File: src/logic/jlc_pkg.sv
// Shared constants of the link configuration register bank
package jlc_pkg;
   // Register word indices on the bus (byte address is four times the index)
   localparam logic [2:0] JLC_IDX_DELAY  = 3'h0;
   localparam logic [2:0] JLC_IDX_CTRL1  = 3'h1;
   localparam logic [2:0] JLC_IDX_CTRL2  = 3'h2;
   localparam logic [2:0] JLC_IDX_STATUS = 3'h3;

   // Transceiver delay register fields
   localparam int JLC_B_XCVR_SEL = 7;     // Onboard transceiver select
   localparam int JLC_B_RX_POL   = 6;     // Receive pin polarity
   localparam int JLC_B_DLY_LO   = 0;     // Delay offset field, low bit
   localparam int JLC_B_DLY_HI   = 3;     // Delay offset field, high bit

   // Control one fields
   localparam int JLC_B_IGNORE_MESSAGE     = 7;     // Ignore message
   localparam int JLC_B_TBS      = 6;     // Time base select
   localparam int JLC_B_RATE_HI  = 5;     // Rate select, high
   localparam int JLC_B_RATE_LO  = 4;     // Rate select, low
   localparam int JLC_B_IE       = 1;     // Interrupt enable
   localparam int JLC_B_WCM      = 0;     // Wait clock stop

   // Control two fields
   localparam int JLC_B_ANALOG_LOOPBACK    = 7;     // Analog loopback
   localparam int JLC_B_DIGITAL_LOOPBACK    = 6;     // Digital loopback
   localparam int JLC_B_FAST     = 5;     // Fast receive enable

   // Status fields
   localparam int JLC_B_RX_RDY   = 0;
   localparam int JLC_B_TX_RDY   = 1;
   localparam int JLC_B_DLY_LCK  = 2;
   localparam int JLC_B_RATE_LCK = 3;

   // Reset values
   localparam logic [3:0] JLC_DELAY_RST  = 4'h7;   // 16 us expected delay
   localparam logic       JLC_RX_POL_RST = 1'b1;   // True polarity
   localparam logic [4:0] JLC_DELAY_BASE = 5'h09;  // Code zero means 9 us

   // Vectors
   localparam logic [7:0]  JLC_PASS_VECTOR  = 8'h20;    // Passes while ignoring
   localparam logic [15:0] JLC_BREAK_VECTOR = 16'h001C; // Loaded on break

   // Idle times in microseconds and bus time base ticks per microsecond
   localparam int JLC_EOF_IDLE_US = 280;
   localparam int JLC_IFS_IDLE_US = 300;
   localparam int JLC_TICKS_PER_US = 1;
   localparam int JLC_IDLE_W = 10;

   // Bus slave states, one-hot
   typedef enum logic [1:0] {
      JLC_BUS_IDLE = 2'b01,
      JLC_BUS_ANS  = 2'b10
   } jlc_bus_t;
endpackage

File: src/logic/jlc_rate_div.sv
`timescale 1ns/1ps
// Divides the system clock into one-cycle bus time base ticks
module jlc_rate_div
   import jlc_pkg::*;
#(
   parameter int CNT_W = 3
) (
   input  wire logic       mclk,
   input  wire logic       rst,
   input  wire logic [1:0] rate,
   output logic            tick
);
   initial begin
      if (CNT_W < 3) $error("jlc_rate_div: counter too narrow for divide by 8");
   end

   typedef struct packed {
      logic [CNT_W-1:0] cnt;   // Cycles since the last tick
      logic             tick;  // Registered tick
   } jlc_div_st_t;

   jlc_div_st_t st;
   jlc_div_st_t next_st;
   logic [CNT_W-1:0] last;   // Terminal count for the selected divide

   // Divide by 1, 2, 4 or 8 from the two rate bits
   always_comb begin
      last    = CNT_W'((1 << rate) - 1); // RULE9
      next_st = st;
      if (st.cnt >= last) begin
         next_st.cnt  = '0;
         next_st.tick = 1'b1;
      end else begin
         next_st.cnt  = st.cnt + 1'b1;
         next_st.tick = 1'b0;
      end
   end

   // State register
   always_ff @(posedge mclk or posedge rst) begin
      if (rst) begin
         st <= '0;
      end else begin
         st <= next_st;
      end
   end

   assign tick = st.tick;
endmodule

File: src/logic/jlc_link_cfg.sv
// Contract
// (RULE1) Delay register accepts one write per reset
// (RULE2) Delay starts at sixteen microseconds
// (RULE3) Delay is nine plus offset microseconds
// (RULE4) Software keeps transceiver select at zero
// (RULE5) Polarity one passes, zero inverts receive
// (RULE6) Ignore disables receiver, holds status, masks interrupts
// (RULE7) Start or break symbol clears ignore
// (RULE8) Time base select picks binary or integer
// (RULE9) Rate field divides clock by 1,2,4,8
// (RULE10) Rate field accepts one write per reset
// (RULE11) Software avoids divide by four or eight
// (RULE12) Enable gates run requests, not wake requests
// (RULE13) Request held while its sources stay pending
// (RULE14) Wait clock bit stops clocks during wait
// (RULE15) Analog loopback loops drive, bus undriven
// (RULE16) After analog loopback, wait idle before use
// (RULE17) Digital loopback feeds transmit into receive
// (RULE18) After digital loopback, wait idle before use
// (RULE19) Fast receive is receive only
// (RULE20) Break clears fast receive, loads vector
// (RULE21) Software changes control two bitwise only
// (RULE22) Loopback selector picks transmit or receive pin
// (RULE23) Registers eight bits, unnamed bits read zero
`timescale 1ns/1ps
module jlc_link_cfg
   import jlc_pkg::*;
#(
   parameter int EOF_IDLE_US = JLC_EOF_IDLE_US,  // Idle before reception
   parameter int IFS_IDLE_US = JLC_IFS_IDLE_US   // Idle before transmission
) (
   input  wire logic        mclk,
   input  wire logic        rst,
   input  wire logic [2:0]  avs_address,
   input  wire logic        avs_read,
   input  wire logic        avs_write,
   input  wire logic [31:0] avs_writedata,
   input  wire logic [3:0]  avs_byteenable,
   output logic [31:0]      avs_readdata,
   output logic             avs_waitrequest,
   input  wire logic        rx_pin,
   input  wire logic        tx_from_engine,
   input  wire logic        sof_seen,
   input  wire logic        break_seen,
   input  wire logic        engine_irq,
   input  wire logic [7:0]  engine_vector,
   input  wire logic        wake_irq,
   input  wire logic        cpu_wait,
   output logic             tx_pin_out,
   output logic             rx_to_engine,
   output logic             rx_enable,
   output logic             tx_enable,
   output logic             status_hold,
   output logic             cpu_irq,
   output logic             svr_load,
   output logic [15:0]      svr_load_value,
   output logic             bus_tick,
   output logic             fast_mode,
   output logic             time_base_binary,
   output logic             onboard_xcvr_select,
   output logic [4:0]       xcvr_delay_us,
   output logic             internal_clk_run
);
   localparam int EOF_TICKS = EOF_IDLE_US * JLC_TICKS_PER_US;
   localparam int IFS_TICKS = IFS_IDLE_US * JLC_TICKS_PER_US;

   initial begin
      if (EOF_TICKS < 1 || IFS_TICKS < 1 || EOF_TICKS >= (1 << JLC_IDLE_W) || IFS_TICKS >= (1 << JLC_IDLE_W))
         $error("jlc_link_cfg: idle times out of counter range");
   end

   // All state of the block
   typedef struct packed {
      jlc_bus_t              bus_st;      // Bus slave phase
      logic                  waitreq;     // Registered waitrequest
      logic [7:0]            rdata;       // Registered read data
      logic                  rx_s1;       // Pin synchroniser, first stage
      logic                  rx_s2;       // Pin synchroniser, second stage
      logic                  xcvr_sel;    // Onboard transceiver select
      logic                  rx_pol;      // Receive pin polarity
      logic [3:0]            delay;       // Delay offset field
      logic                  delay_lock;  // Delay register written once
      logic                  ignore_message;        // Ignore message
      logic                  tbs;         // Time base select
      logic [1:0]            rate;        // Rate select
      logic                  rate_lock;   // Rate field written once
      logic                  ie;          // Interrupt enable
      logic                  wait_clock_stop;         // Wait clock stop
      logic                  analog_loopback;       // Analog loopback
      logic                  digital_loopback;       // Digital loopback
      logic                  fast;        // Fast receive enable
      logic [JLC_IDLE_W-1:0] idle_cnt;    // Idle ticks seen on the bus
      logic                  rx_gate;     // Reception allowed
      logic                  tx_gate;     // Transmission allowed
      logic                  tx_out;      // Pin drive
      logic                  rx_out;      // Receive path to the engine
      logic                  irq;         // Interrupt request to the CPU
      logic                  svr_load;    // Vector load strobe
      logic                  clk_run;     // Internal clocks running
      logic [4:0]            delay_us;    // Expected delay in microseconds
      logic                  rx_en;       // Reception allowed and not ignoring
      logic                  tx_en;       // Transmission allowed and not fast
   } jlc_st_t;

   jlc_st_t    st;
   jlc_st_t    next_st;
   logic       tick;      // Bus time base tick
   logic       rx_true;   // Pin level corrected for polarity
   logic       wr_take;   // Write commits this edge
   logic [7:0] wbyte;     // Low byte of write data

   // Bus time base divider
   jlc_rate_div #(
      .CNT_W (3)
   ) u_div (
      .mclk (mclk),
      .rst  (rst),
      .rate (st.rate),
      .tick (tick)
   );

   // Next state of everything
   always_comb begin
      next_st = st;
      wbyte   = avs_writedata[7:0];
      wr_take = (st.bus_st == JLC_BUS_ANS) && avs_write && avs_byteenable[0];

      // Two flip-flops before the pin is looked at
      next_st.rx_s1 = rx_pin;
      next_st.rx_s2 = st.rx_s1;

      // Bus slave: request taken in idle, answered one cycle later
      case (st.bus_st)
         JLC_BUS_IDLE: begin
            if (avs_read || avs_write) begin
               next_st.bus_st  = JLC_BUS_ANS;
               next_st.waitreq = 1'b0;
               // Read decode; unnamed bits and unmapped words read zero
               if (avs_address == JLC_IDX_DELAY) begin
                  next_st.rdata = 8'h00; // RULE23
                  next_st.rdata[JLC_B_XCVR_SEL] = st.xcvr_sel;
                  next_st.rdata[JLC_B_RX_POL] = st.rx_pol;
                  next_st.rdata[JLC_B_DLY_HI:JLC_B_DLY_LO] = st.delay;
               end else if (avs_address == JLC_IDX_CTRL1) begin
                  next_st.rdata = 8'h00;
                  next_st.rdata[JLC_B_IGNORE_MESSAGE] = st.ignore_message;
                  next_st.rdata[JLC_B_TBS] = st.tbs;
                  next_st.rdata[JLC_B_RATE_HI] = st.rate[1];
                  next_st.rdata[JLC_B_RATE_LO] = st.rate[0];
                  next_st.rdata[JLC_B_IE] = st.ie;
                  next_st.rdata[JLC_B_WCM] = st.wait_clock_stop;
               end else if (avs_address == JLC_IDX_CTRL2) begin
                  next_st.rdata = 8'h00;
                  next_st.rdata[JLC_B_ANALOG_LOOPBACK] = st.analog_loopback;
                  next_st.rdata[JLC_B_DIGITAL_LOOPBACK] = st.digital_loopback;
                  next_st.rdata[JLC_B_FAST] = st.fast;
               end else if (avs_address == JLC_IDX_STATUS) begin
                  next_st.rdata = 8'h00;
                  next_st.rdata[JLC_B_RX_RDY] = st.rx_gate;
                  next_st.rdata[JLC_B_TX_RDY] = st.tx_gate;
                  next_st.rdata[JLC_B_DLY_LCK] = st.delay_lock;
                  next_st.rdata[JLC_B_RATE_LCK] = st.rate_lock;
               end else begin
                  next_st.rdata = 8'h00;
               end
            end
         end
         JLC_BUS_ANS: begin
            // Master samples waitrequest low at this edge
            next_st.bus_st  = JLC_BUS_IDLE;
            next_st.waitreq = 1'b1;
         end
         default: begin
            next_st.bus_st  = JLC_BUS_IDLE;
            next_st.waitreq = 1'b1;
         end
      endcase

      // Register writes
      if (wr_take) begin
         if (avs_address == JLC_IDX_DELAY) begin
            // Later writes are dropped silently
            if (!st.delay_lock) begin // RULE1
               next_st.xcvr_sel   = wbyte[JLC_B_XCVR_SEL];
               next_st.rx_pol     = wbyte[JLC_B_RX_POL];
               next_st.delay      = wbyte[JLC_B_DLY_HI:JLC_B_DLY_LO];
               next_st.delay_lock = 1'b1;
            end
         end else if (avs_address == JLC_IDX_CTRL1) begin
            next_st.ignore_message = wbyte[JLC_B_IGNORE_MESSAGE];
            next_st.tbs  = wbyte[JLC_B_TBS];
            next_st.ie   = wbyte[JLC_B_IE];
            next_st.wait_clock_stop  = wbyte[JLC_B_WCM];
            // Changing the divider mid-frame would break symbol timing
            if (!st.rate_lock) begin // RULE10
               next_st.rate      = {wbyte[JLC_B_RATE_HI], wbyte[JLC_B_RATE_LO]};
               next_st.rate_lock = 1'b1;
            end
         end else if (avs_address == JLC_IDX_CTRL2) begin
            next_st.analog_loopback = wbyte[JLC_B_ANALOG_LOOPBACK];
            next_st.digital_loopback = wbyte[JLC_B_DIGITAL_LOOPBACK];
            next_st.fast  = wbyte[JLC_B_FAST];
         end
      end

      // Frame start or break ends ignoring; beats a software write the same cycle
      if (sof_seen || break_seen) begin
         next_st.ignore_message = 1'b0; // RULE7
      end

      // Break drops back to normal speed
      if (break_seen) begin
         next_st.fast = 1'b0; // RULE20
      end
      next_st.svr_load = break_seen; // RULE20

      // Receive path: polarity, then loopback selection
      if (st.digital_loopback) begin
         next_st.rx_out = tx_from_engine; // RULE17 RULE22
      end else if (st.analog_loopback) begin
         next_st.rx_out = tx_from_engine; // RULE15
      end else begin
         next_st.rx_out = rx_true; // RULE5 RULE22
      end

      // Pin stays passive in either loopback
      next_st.tx_out = tx_from_engine && !st.analog_loopback && !st.digital_loopback; // RULE15

      // Idle timing on the true bus after loopback ends
      if (st.analog_loopback || st.digital_loopback || rx_true) begin
         next_st.idle_cnt = '0;
         next_st.rx_gate  = 1'b0; // RULE16 RULE18
         next_st.tx_gate  = 1'b0; // RULE16 RULE18
      end else if (tick) begin
         if (st.idle_cnt != '1) begin
            next_st.idle_cnt = st.idle_cnt + 1'b1;
         end
         if (st.idle_cnt >= JLC_IDLE_W'(EOF_TICKS - 1)) begin
            next_st.rx_gate = 1'b1; // RULE16 RULE18
         end
         if (st.idle_cnt >= JLC_IDLE_W'(IFS_TICKS - 1)) begin
            next_st.tx_gate = 1'b1; // RULE16 RULE18
         end
      end

      // Interrupt: wake requests ungated, run requests gated by enable and ignore
      next_st.irq = wake_irq || // RULE12
                    (st.ie && engine_irq && (!st.ignore_message || engine_vector == JLC_PASS_VECTOR)); // RULE6 RULE13

      // Clocks stop in CPU wait only when asked
      next_st.clk_run  = !(st.wait_clock_stop && cpu_wait); // RULE14
      next_st.delay_us = JLC_DELAY_BASE + {1'b0, st.delay}; // RULE3

      // Gates taken from the next state so the flops agree with the bits they follow
      next_st.rx_en = next_st.rx_gate && !next_st.ignore_message; // RULE6
      next_st.tx_en = next_st.tx_gate && !next_st.fast; // RULE19
   end

   // Polarity correction of the synchronised pin
   assign rx_true = st.rx_pol ? st.rx_s2 : !st.rx_s2; // RULE5

   // State register
   always_ff @(posedge mclk or posedge rst) begin
      if (rst) begin
         st          <= '0;
         st.bus_st   <= JLC_BUS_IDLE;
         st.waitreq  <= 1'b1;
         st.rx_pol   <= JLC_RX_POL_RST;
         st.delay    <= JLC_DELAY_RST; // RULE2
         st.delay_us <= JLC_DELAY_BASE + {1'b0, JLC_DELAY_RST};
         st.clk_run  <= 1'b1;
      end else begin
         st <= next_st;
      end
   end

   // Outputs from flip-flops, except the constant break vector on svr_load_value
   assign avs_readdata        = {24'h0000_00, st.rdata};
   assign avs_waitrequest     = st.waitreq;
   assign tx_pin_out          = st.tx_out;
   assign rx_to_engine        = st.rx_out;
   assign rx_enable           = st.rx_en; // RULE6
   assign tx_enable           = st.tx_en; // RULE19
   assign status_hold         = st.ignore_message; // RULE6
   assign cpu_irq             = st.irq;
   assign svr_load            = st.svr_load;
   assign svr_load_value      = JLC_BREAK_VECTOR;
   assign bus_tick            = tick; // RULE9
   assign fast_mode           = st.fast; // RULE19
   assign time_base_binary    = st.tbs; // RULE8
   assign onboard_xcvr_select = st.xcvr_sel;
   assign xcvr_delay_us       = st.delay_us;
   assign internal_clk_run    = st.clk_run;
endmodule

File: config.mk
export PLATFORM = sky130hd
export DESIGN_NAME = jlc_link_cfg
export DESIGN_NICKNAME = d
export VERILOG_FILES = /design/src/logic/jlc_pkg.sv /design/src/logic/jlc_rate_div.sv /design/src/logic/jlc_link_cfg.sv
export SDC_FILE = /design/constraint.sdc
export NUM_CORES = 1
export LEC_CHECK = 0
export BUFFER_PORTS_ARGS = -buffer_cell sky130_fd_sc_hd__buf_2
export CORE_MARGIN = 1
export CORE_UTILIZATION = 48
export DETAILED_ROUTE_END_ITERATION = 7
export HOLD_SLACK_MARGIN = 0.02
export PLACE_DENSITY_LB_ADDON = 0.2
export SYNTH_ARGS = -nofsm -noshare
export SYNTH_HDL_FRONTEND = slang
export SYNTH_SLANG_ARGS = --single-unit
export TNS_END_PERCENT = 30
File: constraint.sdc
create_clock -name mclk -period 2.3 [get_ports mclk]
set_input_delay 0.345 -clock mclk [delete_from_list [all_inputs] [get_ports mclk]]
set_output_delay 0.345 -clock mclk [all_outputs]
set_load 0.01 [all_outputs]
After elaboration in Yosys (flattened, before gate mapping)
Index checks and enable logic that the tools add are counted.
W data, S select, Z words.
- output and inout bits: 66
- register bits: 58
- logic and storage cells: 106
- add/sub/neg operators: 4
- order comparisons: 3
- shift-type cells: 1
- reductions and logical operators: 32
- bitwise operators: 4
- mux-type cells: 23
- eq/ne operators: 8
- operator list (operator ; count):
    $mux W10 ; 3
    $mux W12 ; 2
    $mux W8 ; 3
    $ge A10 B9 Y1 const B ; 2
    $mux W3 ; 4
    $mux W11 ; 1
    $add A10 B1 Y10 const B ; 1
    $ne A10 B10 Y1 const B ; 1
    $logic_and A1 B1 Y1 ; 9
    $eq A8 B6 Y1 const B ; 1
    $mux W4 ; 2
    $reduce_and A4 Y1 ; 2
    $logic_not A1 Y1 ; 7
    $mux W1 ; 7
    $mux W7 ; 1
    $eq A3 B2 Y1 const B ; 2
    $logic_or A1 B1 Y1 ; 6
    $reduce_and A2 Y1 ; 3
    $reduce_and A3 Y1 ; 2
    $add A4 B4 Y5 const A ; 1
    $not A1 Y1 ; 4
    $reduce_bool A2 Y1 ; 2
    $add A3 B1 Y3 const B ; 1
    $eq A3 B1 Y1 const B ; 1
    other kinds (7) ; 7

Longest topological paths before layout
Gate-level depths: netlist of the first run.
- word-level depth: 8
- mapped depth: 6
- mapped depth without buffers: 6

Hierarchy
A second synthesis of the first run with hierarchy kept.
- cells, all modules: 278
- area total of the unflattened synthesis: 3004.1 µm²
- by module, submodules not included (module ; instances ; area each (µm²) ; sequential area each (µm²) ; cells an instance):
    jlc_link_cfg ; 1 ; 2771.4 ; 1335.0 ; 257
    jlc_rate_div ; 1 ; 232.7 ; 100.1 ; 21

Worst setup path before layout of the first run
OpenSTA, ideal clock, no wires.
- path kind: flip-flop to flip-flop
- start: register st[30] in the netlist's numbering
- end: register u_div.st[3] in the netlist's numbering
- period minus slack after synthesis: 1.567 ns
- buffers on the path: 0
- required time: 2.229 ns
- cell stages (with the launch flop): 7
- data arrival time: 1.496 ns
- library setup time: 0.071 ns
- slack: 0.733 ns
- path through: dfrtp_1 -> or2_2 -> ha_1 -> nand2b_1 -> a21o_1 -> a21o_1 -> nor2_1
- RTL lines (item ; line ; text):
    from (decl) ; jlc_link_cfg.sv:105 ; jlc_st_t st;
    from (signal assigned) ; jlc_link_cfg.sv:273 ; st <= next_st;
    to (signal assigned) ; jlc_rate_div.sv:44 ; st <= next_st;
    to (decl) ; jlc_rate_div.sv:22 ; jlc_div_st_t st;

==> qor.txt, run 1 <==
Residual DRC -> 0
Count of cell types in the netlist -> 51
All-layer global routing usage -> 0.1753
Unrepaired setup endpoints after global routing -> no
Routed Wire Length -> 5122 µm
Max-slew violation total from the final report -> 0
Fin area -> 3324 µm²
TritonCTS Buffers -> 9
Final cell utilization of the core -> 0.5582
Post CTS Setup Buffer Count -> 0
Diode insertion count for antenna repair -> 0
Worst clock skew -> 0.01057 ns
Die Wd -> 80.92 µm
Sequential element share of the synthesized area -> 0.4801
Area of the die -> 6547 µm²
Post-route antenna net violation count -> 0
Share of post-route cells with drive strength above 1 -> 0.3405
Power per Cell Area -> 890.8 nW/µm²
Synthesized netlist cell count -> 273
Post-synthesis area per instance -> 10.95 µm²
Share of Yosys cell area claimed by the top area cell type -> 0.4186
Type of element launching the critical path -> register
Count of endpoints failing setup in the final report -> 0
Endpoint class of the critical path -> register
Worst skew pair latency -> 0.34 ns
Ys async rst share -> 1.000
Class of the tightest hold or removal check -> input pin to asynchronous set/reset pin
Detailed-routing iteration count for the pre-antenna-repair pass -> 4
Routability cong. -> 0.7975
Setup WS pre-CTS -> 0.6338 ns
Maximum clock path buffer count -> 2
Violation count after the first detailed-routing iteration -> 82
Largest voltage drop on the vdd net -> 0.4501 mV
Area added between synthesis and finish -> 11.22%
Type of the worst setup path -> register to register
Primary FF master, synth -> dfrtp_1
Via count of the first global-routing pass -> 1796
CP max-delay cell -> dfrtp_1
Crit path arrival time -> 2.00 ns
Final critical delay including setup and external delays -> 1.730 ns
Required @ worst endpoint -> 2.57 ns
Slew @ Worst Pin -> 0.5948 ns
Hold_buf cts -> 0
IO Count -> 124
Highest net fanout along the worst path -> 5
GRT overflow -> 0
Number of synthesized flops with an enable pin -> 0
Most used cell, CP -> a21o_1
Flop and latch count out of synthesis -> 57
Number of standard-cell rows in the floorplan -> 28
Clock slew seen by the registers of the worst setup and hold paths -> 0.07 ns
Antenna violations before repair -> 0
Floorplan Core Area -> 5956 µm²
Post-detailed-route via-to-cell ratio -> 4.818
Final Worst Setup Slack -> 0.5703 ns
Number of clock sinks -> 57
Leading cell types in the layout, fill and taps excluded -> buf_2 (56), dfrtp_1 (50), conb_1 (40)
Synth warn -> 0
Biggest area contributors in the synthesized netlist -> dfrtp_1 (42%), buf_4 (13%), dfstp_2 (6.2%)
Final worst-path cycle share -> 0.7520
Placed inst area -> 3095 µm²
Final total power -> 2.961 mW
Ordered list of cells on the worst path -> or2_2 -> ha_1 -> nand2b_1 -> a21o_1 -> a21o_1 -> nor2_1
Routed wire length per instance -> 12.77 µm
Max Fclk -> 0.5781 GHz
Outcome -> complete, no violations
CP peak stage delay -> 0.43 ns
Clock root cell -> clkbuf_8
Global-route wire length before repair -> 8404 µm
Top cell type by total area after synthesis -> dfrtp_1
Netlist Area Pre-Place -> 2989 µm²
Max Cap Viol -> 0
Total via count after detailed routing -> 1932
Layout net count -> 385
Setup TNS Final -> 0 ns
Hold Fails Final Rpt -> 0
Largest net degree at the start of global routing -> 58
Pleak -> 1.677 nW
Effective utilization at floorplan -> 0.5019
Post-cts repair resize count -> 0
Number of buffers added on ports -> 56
Most frequent standard cell in the layout excluding fill and tap cells -> buf_2
Worst slew margin relative to its limit -> 0.6004
Number of H-tree levels -> 3
Die height -> 80.92 µm
HPWL Detailed -> 3724 µm
Clock tree from TritonCTS -> yes
worst max-delay path, delay by kind of cell, from the launching register on:
| family | cells | cell delay [ns] |
|---|---|---|
| AO/OA/AOI/OAI | 2 | 0.41 |
| adder cells (fa/ha/maj) | 1 | 0.28 |
| flip-flops | 1 | 0.43 |
| AND/OR/NAND/NOR | 3 | 0.55 |
worst paths after layout:
path / start / slack (ns) / endpoint / depth (start not counted)
worst max-delay path: st[31] / 0.57 / u_div.st[3] / 6
worst min-delay path: rst / 0.05 / u_div.tick / 3
worst max register to register: st[31] / 0.57 / u_div.st[3] / 6
worst min register to register: next_st[41] / 0.35 / st[41] / 0
max in group asynchronous: rst / 1.95 / st[39] / 3
min in group mclk: rx_pin / 0.12 / next_st[41] / 1
flip-flops by register name (all words and copies together) (netlist names), 3 cells and up:
name and cells:
st 28, avs_readdata 8, xcvr_delay_us 5, u_div.st 3
power breakdown:
part	internal, mW	leakage (nW)	total (mW)	switching (mW)
registers	1.19	0.732	1.31	0.125
logic	0.264	0.829	0.581	0.317
clock network	0.665	0.115	1.07	0.405
total	2.11	1.68	2.96	0.847
layout make-up:
class / instances / area [µm²]
sequential: 57 / 1435
clock inverter: 5 / 77.57
clock buffer: 11 / 151.4
tap: 75 / 93.84
inverter: 12 / 45.04
timing repair buffer: 58 / 307.8
fill: 559 / 2631
multi-input combinational: 183 / 1214
layer usage:
metal / up-vias / track usage / routed length, µm
li1: 937 / - / -
met1: 927 / 0.2258 / 2282
met2: 58 / 0.2681 / 2429
met3: 10 / 0.05618 / 322
met4: 0 / 0.08036 / 87
met5: - / 0 / 0
cells by family after synthesis:
family,Yosys count,share of synthesized area
AO/OA/AOI/OAI,41,0.09669
AND/OR/NAND/NOR,67,0.1319
adder cells (fa/ha/maj),6,0.02511
other,2,0.002512
multiplexers,22,0.08163
XOR/XNOR,7,0.02051
buffers and inverters,71,0.1616
flip-flops,57,0.4801
synthesized netlist by cell type (3+ instances only):
cell / n
inv_1: 12
a211oi_1: 3
a22oi_1: 3
and2_1: 3
ha_1: 6
a31o_2: 4
a21o_1: 3
o21ai_0: 9
or2_2: 4
xnor2_1: 3
nor2_1: 17
mux2i_1: 9
nand4_1: 3
and4_1: 3
nand2_1: 11
dfstp_2: 7
xor2_1: 4
nand2b_1: 4
dfrtp_1: 50
a21oi_1: 4
buf_4: 53
mux2_2: 11
nand3_1: 6
per-stage QoR:
step	instances	hold slack [ns]
2_1_floorplan	311	0.3312
3_3_place_gp	385	0.3350
6_report	401	0.04837
5_1_grt	401	0.06605
4_1_cts	401	0.05727
3_5_place_dp	385	0.3355
Note: power is estimated with default switching activity, not from simulation.
==> run 2: changes to the inputs <==
clock period = 1.8 ns   (was 2.3 ns; I/O delays follow)
==> run 2 against run 1 <==
  * Global-route usage is 0.78 points higher
  * Die area stayed put
  * Critical path depth is 1 lower
  * Hold slack worse by 0.0031 ns
  * First-iteration DRC count is 12% higher
  * Worst setup slack worse by 0.43 ns
  * Sequential share of layout area is 0.18 points lower
  * Critical endpoint is now st[23]
  * Sequential cell count stayed put
  * Final area is 0.41% higher
  * Critical path type unchanged
==> qor.txt, run 2 (synthesis gave the netlist of run 1 again) <==
Max-slew violation total from the final report -> 0 (unchanged)
Maximum clock path buffer count -> 2 (unchanged)
Clock tree from TritonCTS -> yes
Pleak -> 1.692 nW (+0.91%)
Routed wire length per instance -> 13.42 µm (+5.1%)
All-layer global routing usage -> 0.1831 (+0.007790)
Routed Wire Length -> 5463 µm (+6.7%)
Final critical delay including setup and external delays -> 1.662 ns (-0.06732 ns)
Highest net fanout along the worst path -> 6 (+1)
Max Fclk -> 0.6016 GHz (+4.0%)
Leading cell types in the layout, fill and taps excluded -> buf_2 (56), dfrtp_1 (50), conb_1 (40)
HPWL Detailed -> 4103 µm (+10%)
Post-cts repair resize count -> 0 (unchanged)
Total via count after detailed routing -> 1980 (+2.5%)
TritonCTS Buffers -> 9 (unchanged)
Max Cap Viol -> 0 (unchanged)
Die Wd -> 80.92 µm (unchanged)
Number of filler cells placed in the layout -> 547 (-2.1%)
Worst reg2reg endpoint -> st[23]
Cell depth of the worst flop-to-flop path -> 5 (-1)
Hold path start -> rx_pin
Placed inst area -> 3133 µm² (+1.2%)
Most frequent standard cell in the layout excluding fill and tap cells -> buf_2
Hold Crit Endpoint -> next_st[41]
Area added between synthesis and finish -> 11.68%
Worst clock skew -> 0.006843 ns (-0.003724 ns)
IO Count -> 124 (unchanged)
Number of buffers added on ports -> 56 (unchanged)
Unrepaired setup endpoints after global routing -> no
Post-route antenna net violation count -> 0 (unchanged)
Crit path arrival time -> 1.92 ns (-0.08 ns)
Detailed-routing iteration count for the pre-antenna-repair pass -> 4 (unchanged)
Diode insertion count for antenna repair -> 0 (unchanged)
Final total power -> 3.624 mW (+22%)
Share of post-route cells with drive strength above 1 -> 0.3494 (+0.008907)
Final worst-path cycle share -> 0.9235 (+0.1715)
Worst hold stages -> 1
Required @ worst endpoint -> 2.05 ns (-0.52 ns)
Global-route wire length before repair -> 8721 µm (+3.8%)
Placed Cells -> 390 (+1.3%)
Largest voltage drop on the vdd net -> 0.5420 mV (+20%)
Effective utilization at floorplan -> 0.5019 (unchanged)
Number of cells in the finished layout apart from fillers -> 407 (+1.5%)
Residual DRC -> 0 (unchanged)
Setup TNS Final -> 0 ns (unchanged)
Type of element launching the critical path -> register
Origin of the critical flop-to-flop path -> st[14]
Violation count after the first detailed-routing iteration -> 92 (+12%)
Number of standard-cell rows in the floorplan -> 28 (unchanged)
Layout net count -> 391 (+1.6%)
Outcome -> complete, no violations
Power per Cell Area -> 1086 nW/µm² (+22%)
Largest net degree at the start of global routing -> 24 (-59%)
Antenna violations before repair -> 0 (unchanged)
Class of the tightest hold or removal check -> input pin to register
Die height -> 80.92 µm (unchanged)
Number of H-tree levels -> 3 (unchanged)
GRT overflow -> 0 (unchanged)
Floorplan Core Area -> 5956 µm² (unchanged)
Routability cong. -> 0.8172 (+2.5%)
Type of the worst setup path -> register to register
Number of clock sinks -> 57 (unchanged)
Via count of the first global-routing pass -> 1853 (+3.2%)
Area of the die -> 6547 µm² (unchanged)
Clock slew seen by the registers of the worst setup and hold paths -> 0.07 ns (about the same)
Fin area -> 3338 µm² (+0.41%)
Number of flip-flops under the largest register name -> 28 (unchanged)
Count of endpoints failing setup in the final report -> 0 (unchanged)
Hold Fails Final Rpt -> 0 (unchanged)
Clock root cell -> clkbuf_8
Worst skew pair latency -> 0.33 ns (about the same)
Endpoint class of the critical path -> register
Reg-to-reg slack, setup -> 0.14 ns (-0.43 ns)
Post-detailed-route via-to-cell ratio -> 4.865 (+0.97%)
Largest register by flop count -> st
run 2: cell types whose count changed in the layout (fill, tap and decap cells not counted), sizes merged:
cell         previous run  this run
buf                    58        63
bufinv                  2         1
clkbuf                 11        10
clkinv                  2         4
dlygate4sd3             0         1
run 2: stage by stage:
stage,hold WS [ns],setup slack (ns),util
global route,0.03253,0.02071,0.5605
CTS,0.03106,0.1226,0.5605
global placement,0.2252,0.1534,0.5261
finish,0.04526,0.1376,0.5605
detailed placement,0.2279,0.1415,0.5261
floorplan,0.3014,0.1419,-
run 2: per-layer routing:
metal,share of wire,GRT usage,up-vias
met4,0.012,0.07500,0
met3,0.043,0.05506,8
met2,0.50,0.2983,52
met1,0.44,0.2258,968
li1,-,-,952
met5,0,0,-
run 2: report_power, final:
group          internal (mW)  switching [mW]  total (mW)  leakage, nW
clock                  0.666           0.517        1.18        0.102
combinational          0.349           0.402       0.751        0.858
sequential              1.51           0.176        1.69        0.732
run 2: worst max path at each step:
stage	startpoint	to	slack, ns
global placement	st[30]	u_div.st[3]	0.15
CTS	st[14]	st[23]	0.12
finish	st[14]	st[23]	0.14
floorplan	rst	avs_readdata[0]	0.14
global route	st[14]	st[21]	0.02
detailed placement	st[14]	st[23]	0.14
run 2: repair_timing:
| action | 4_1_cts | 5_1_grt |
|---|---|---|
| hold buffers | 1 | 0 |
| endpoints found under the hold margin | 10 | 0 |
| buffers inserted | 0 | 0 |
run 2: worst max-delay path, cell delays in order, from the launching register on:
cell and delay (ns):
dfrtp_1 0.39, ha_1 0.22, and4_1 0.32, nand3_1 0.24, a31o_2 0.30, a21oi_1 0.13
run 2: cell type report:
| class | count | area [µm²] | area share |
|---|---|---|---|
| multi-input cells | 183 | 1214 | 0.3636 |
| repair buffers | 64 | 355.3 | 0.1064 |
| clock buffers | 10 | 137.6 | 0.04123 |
| clock inverters | 6 | 57.56 | 0.01724 |
| flip-flops and latches | 57 | 1435 | 0.4299 |
| well taps | 75 | 93.84 | 0.02811 |
| inverters | 12 | 45.04 | 0.01349 |
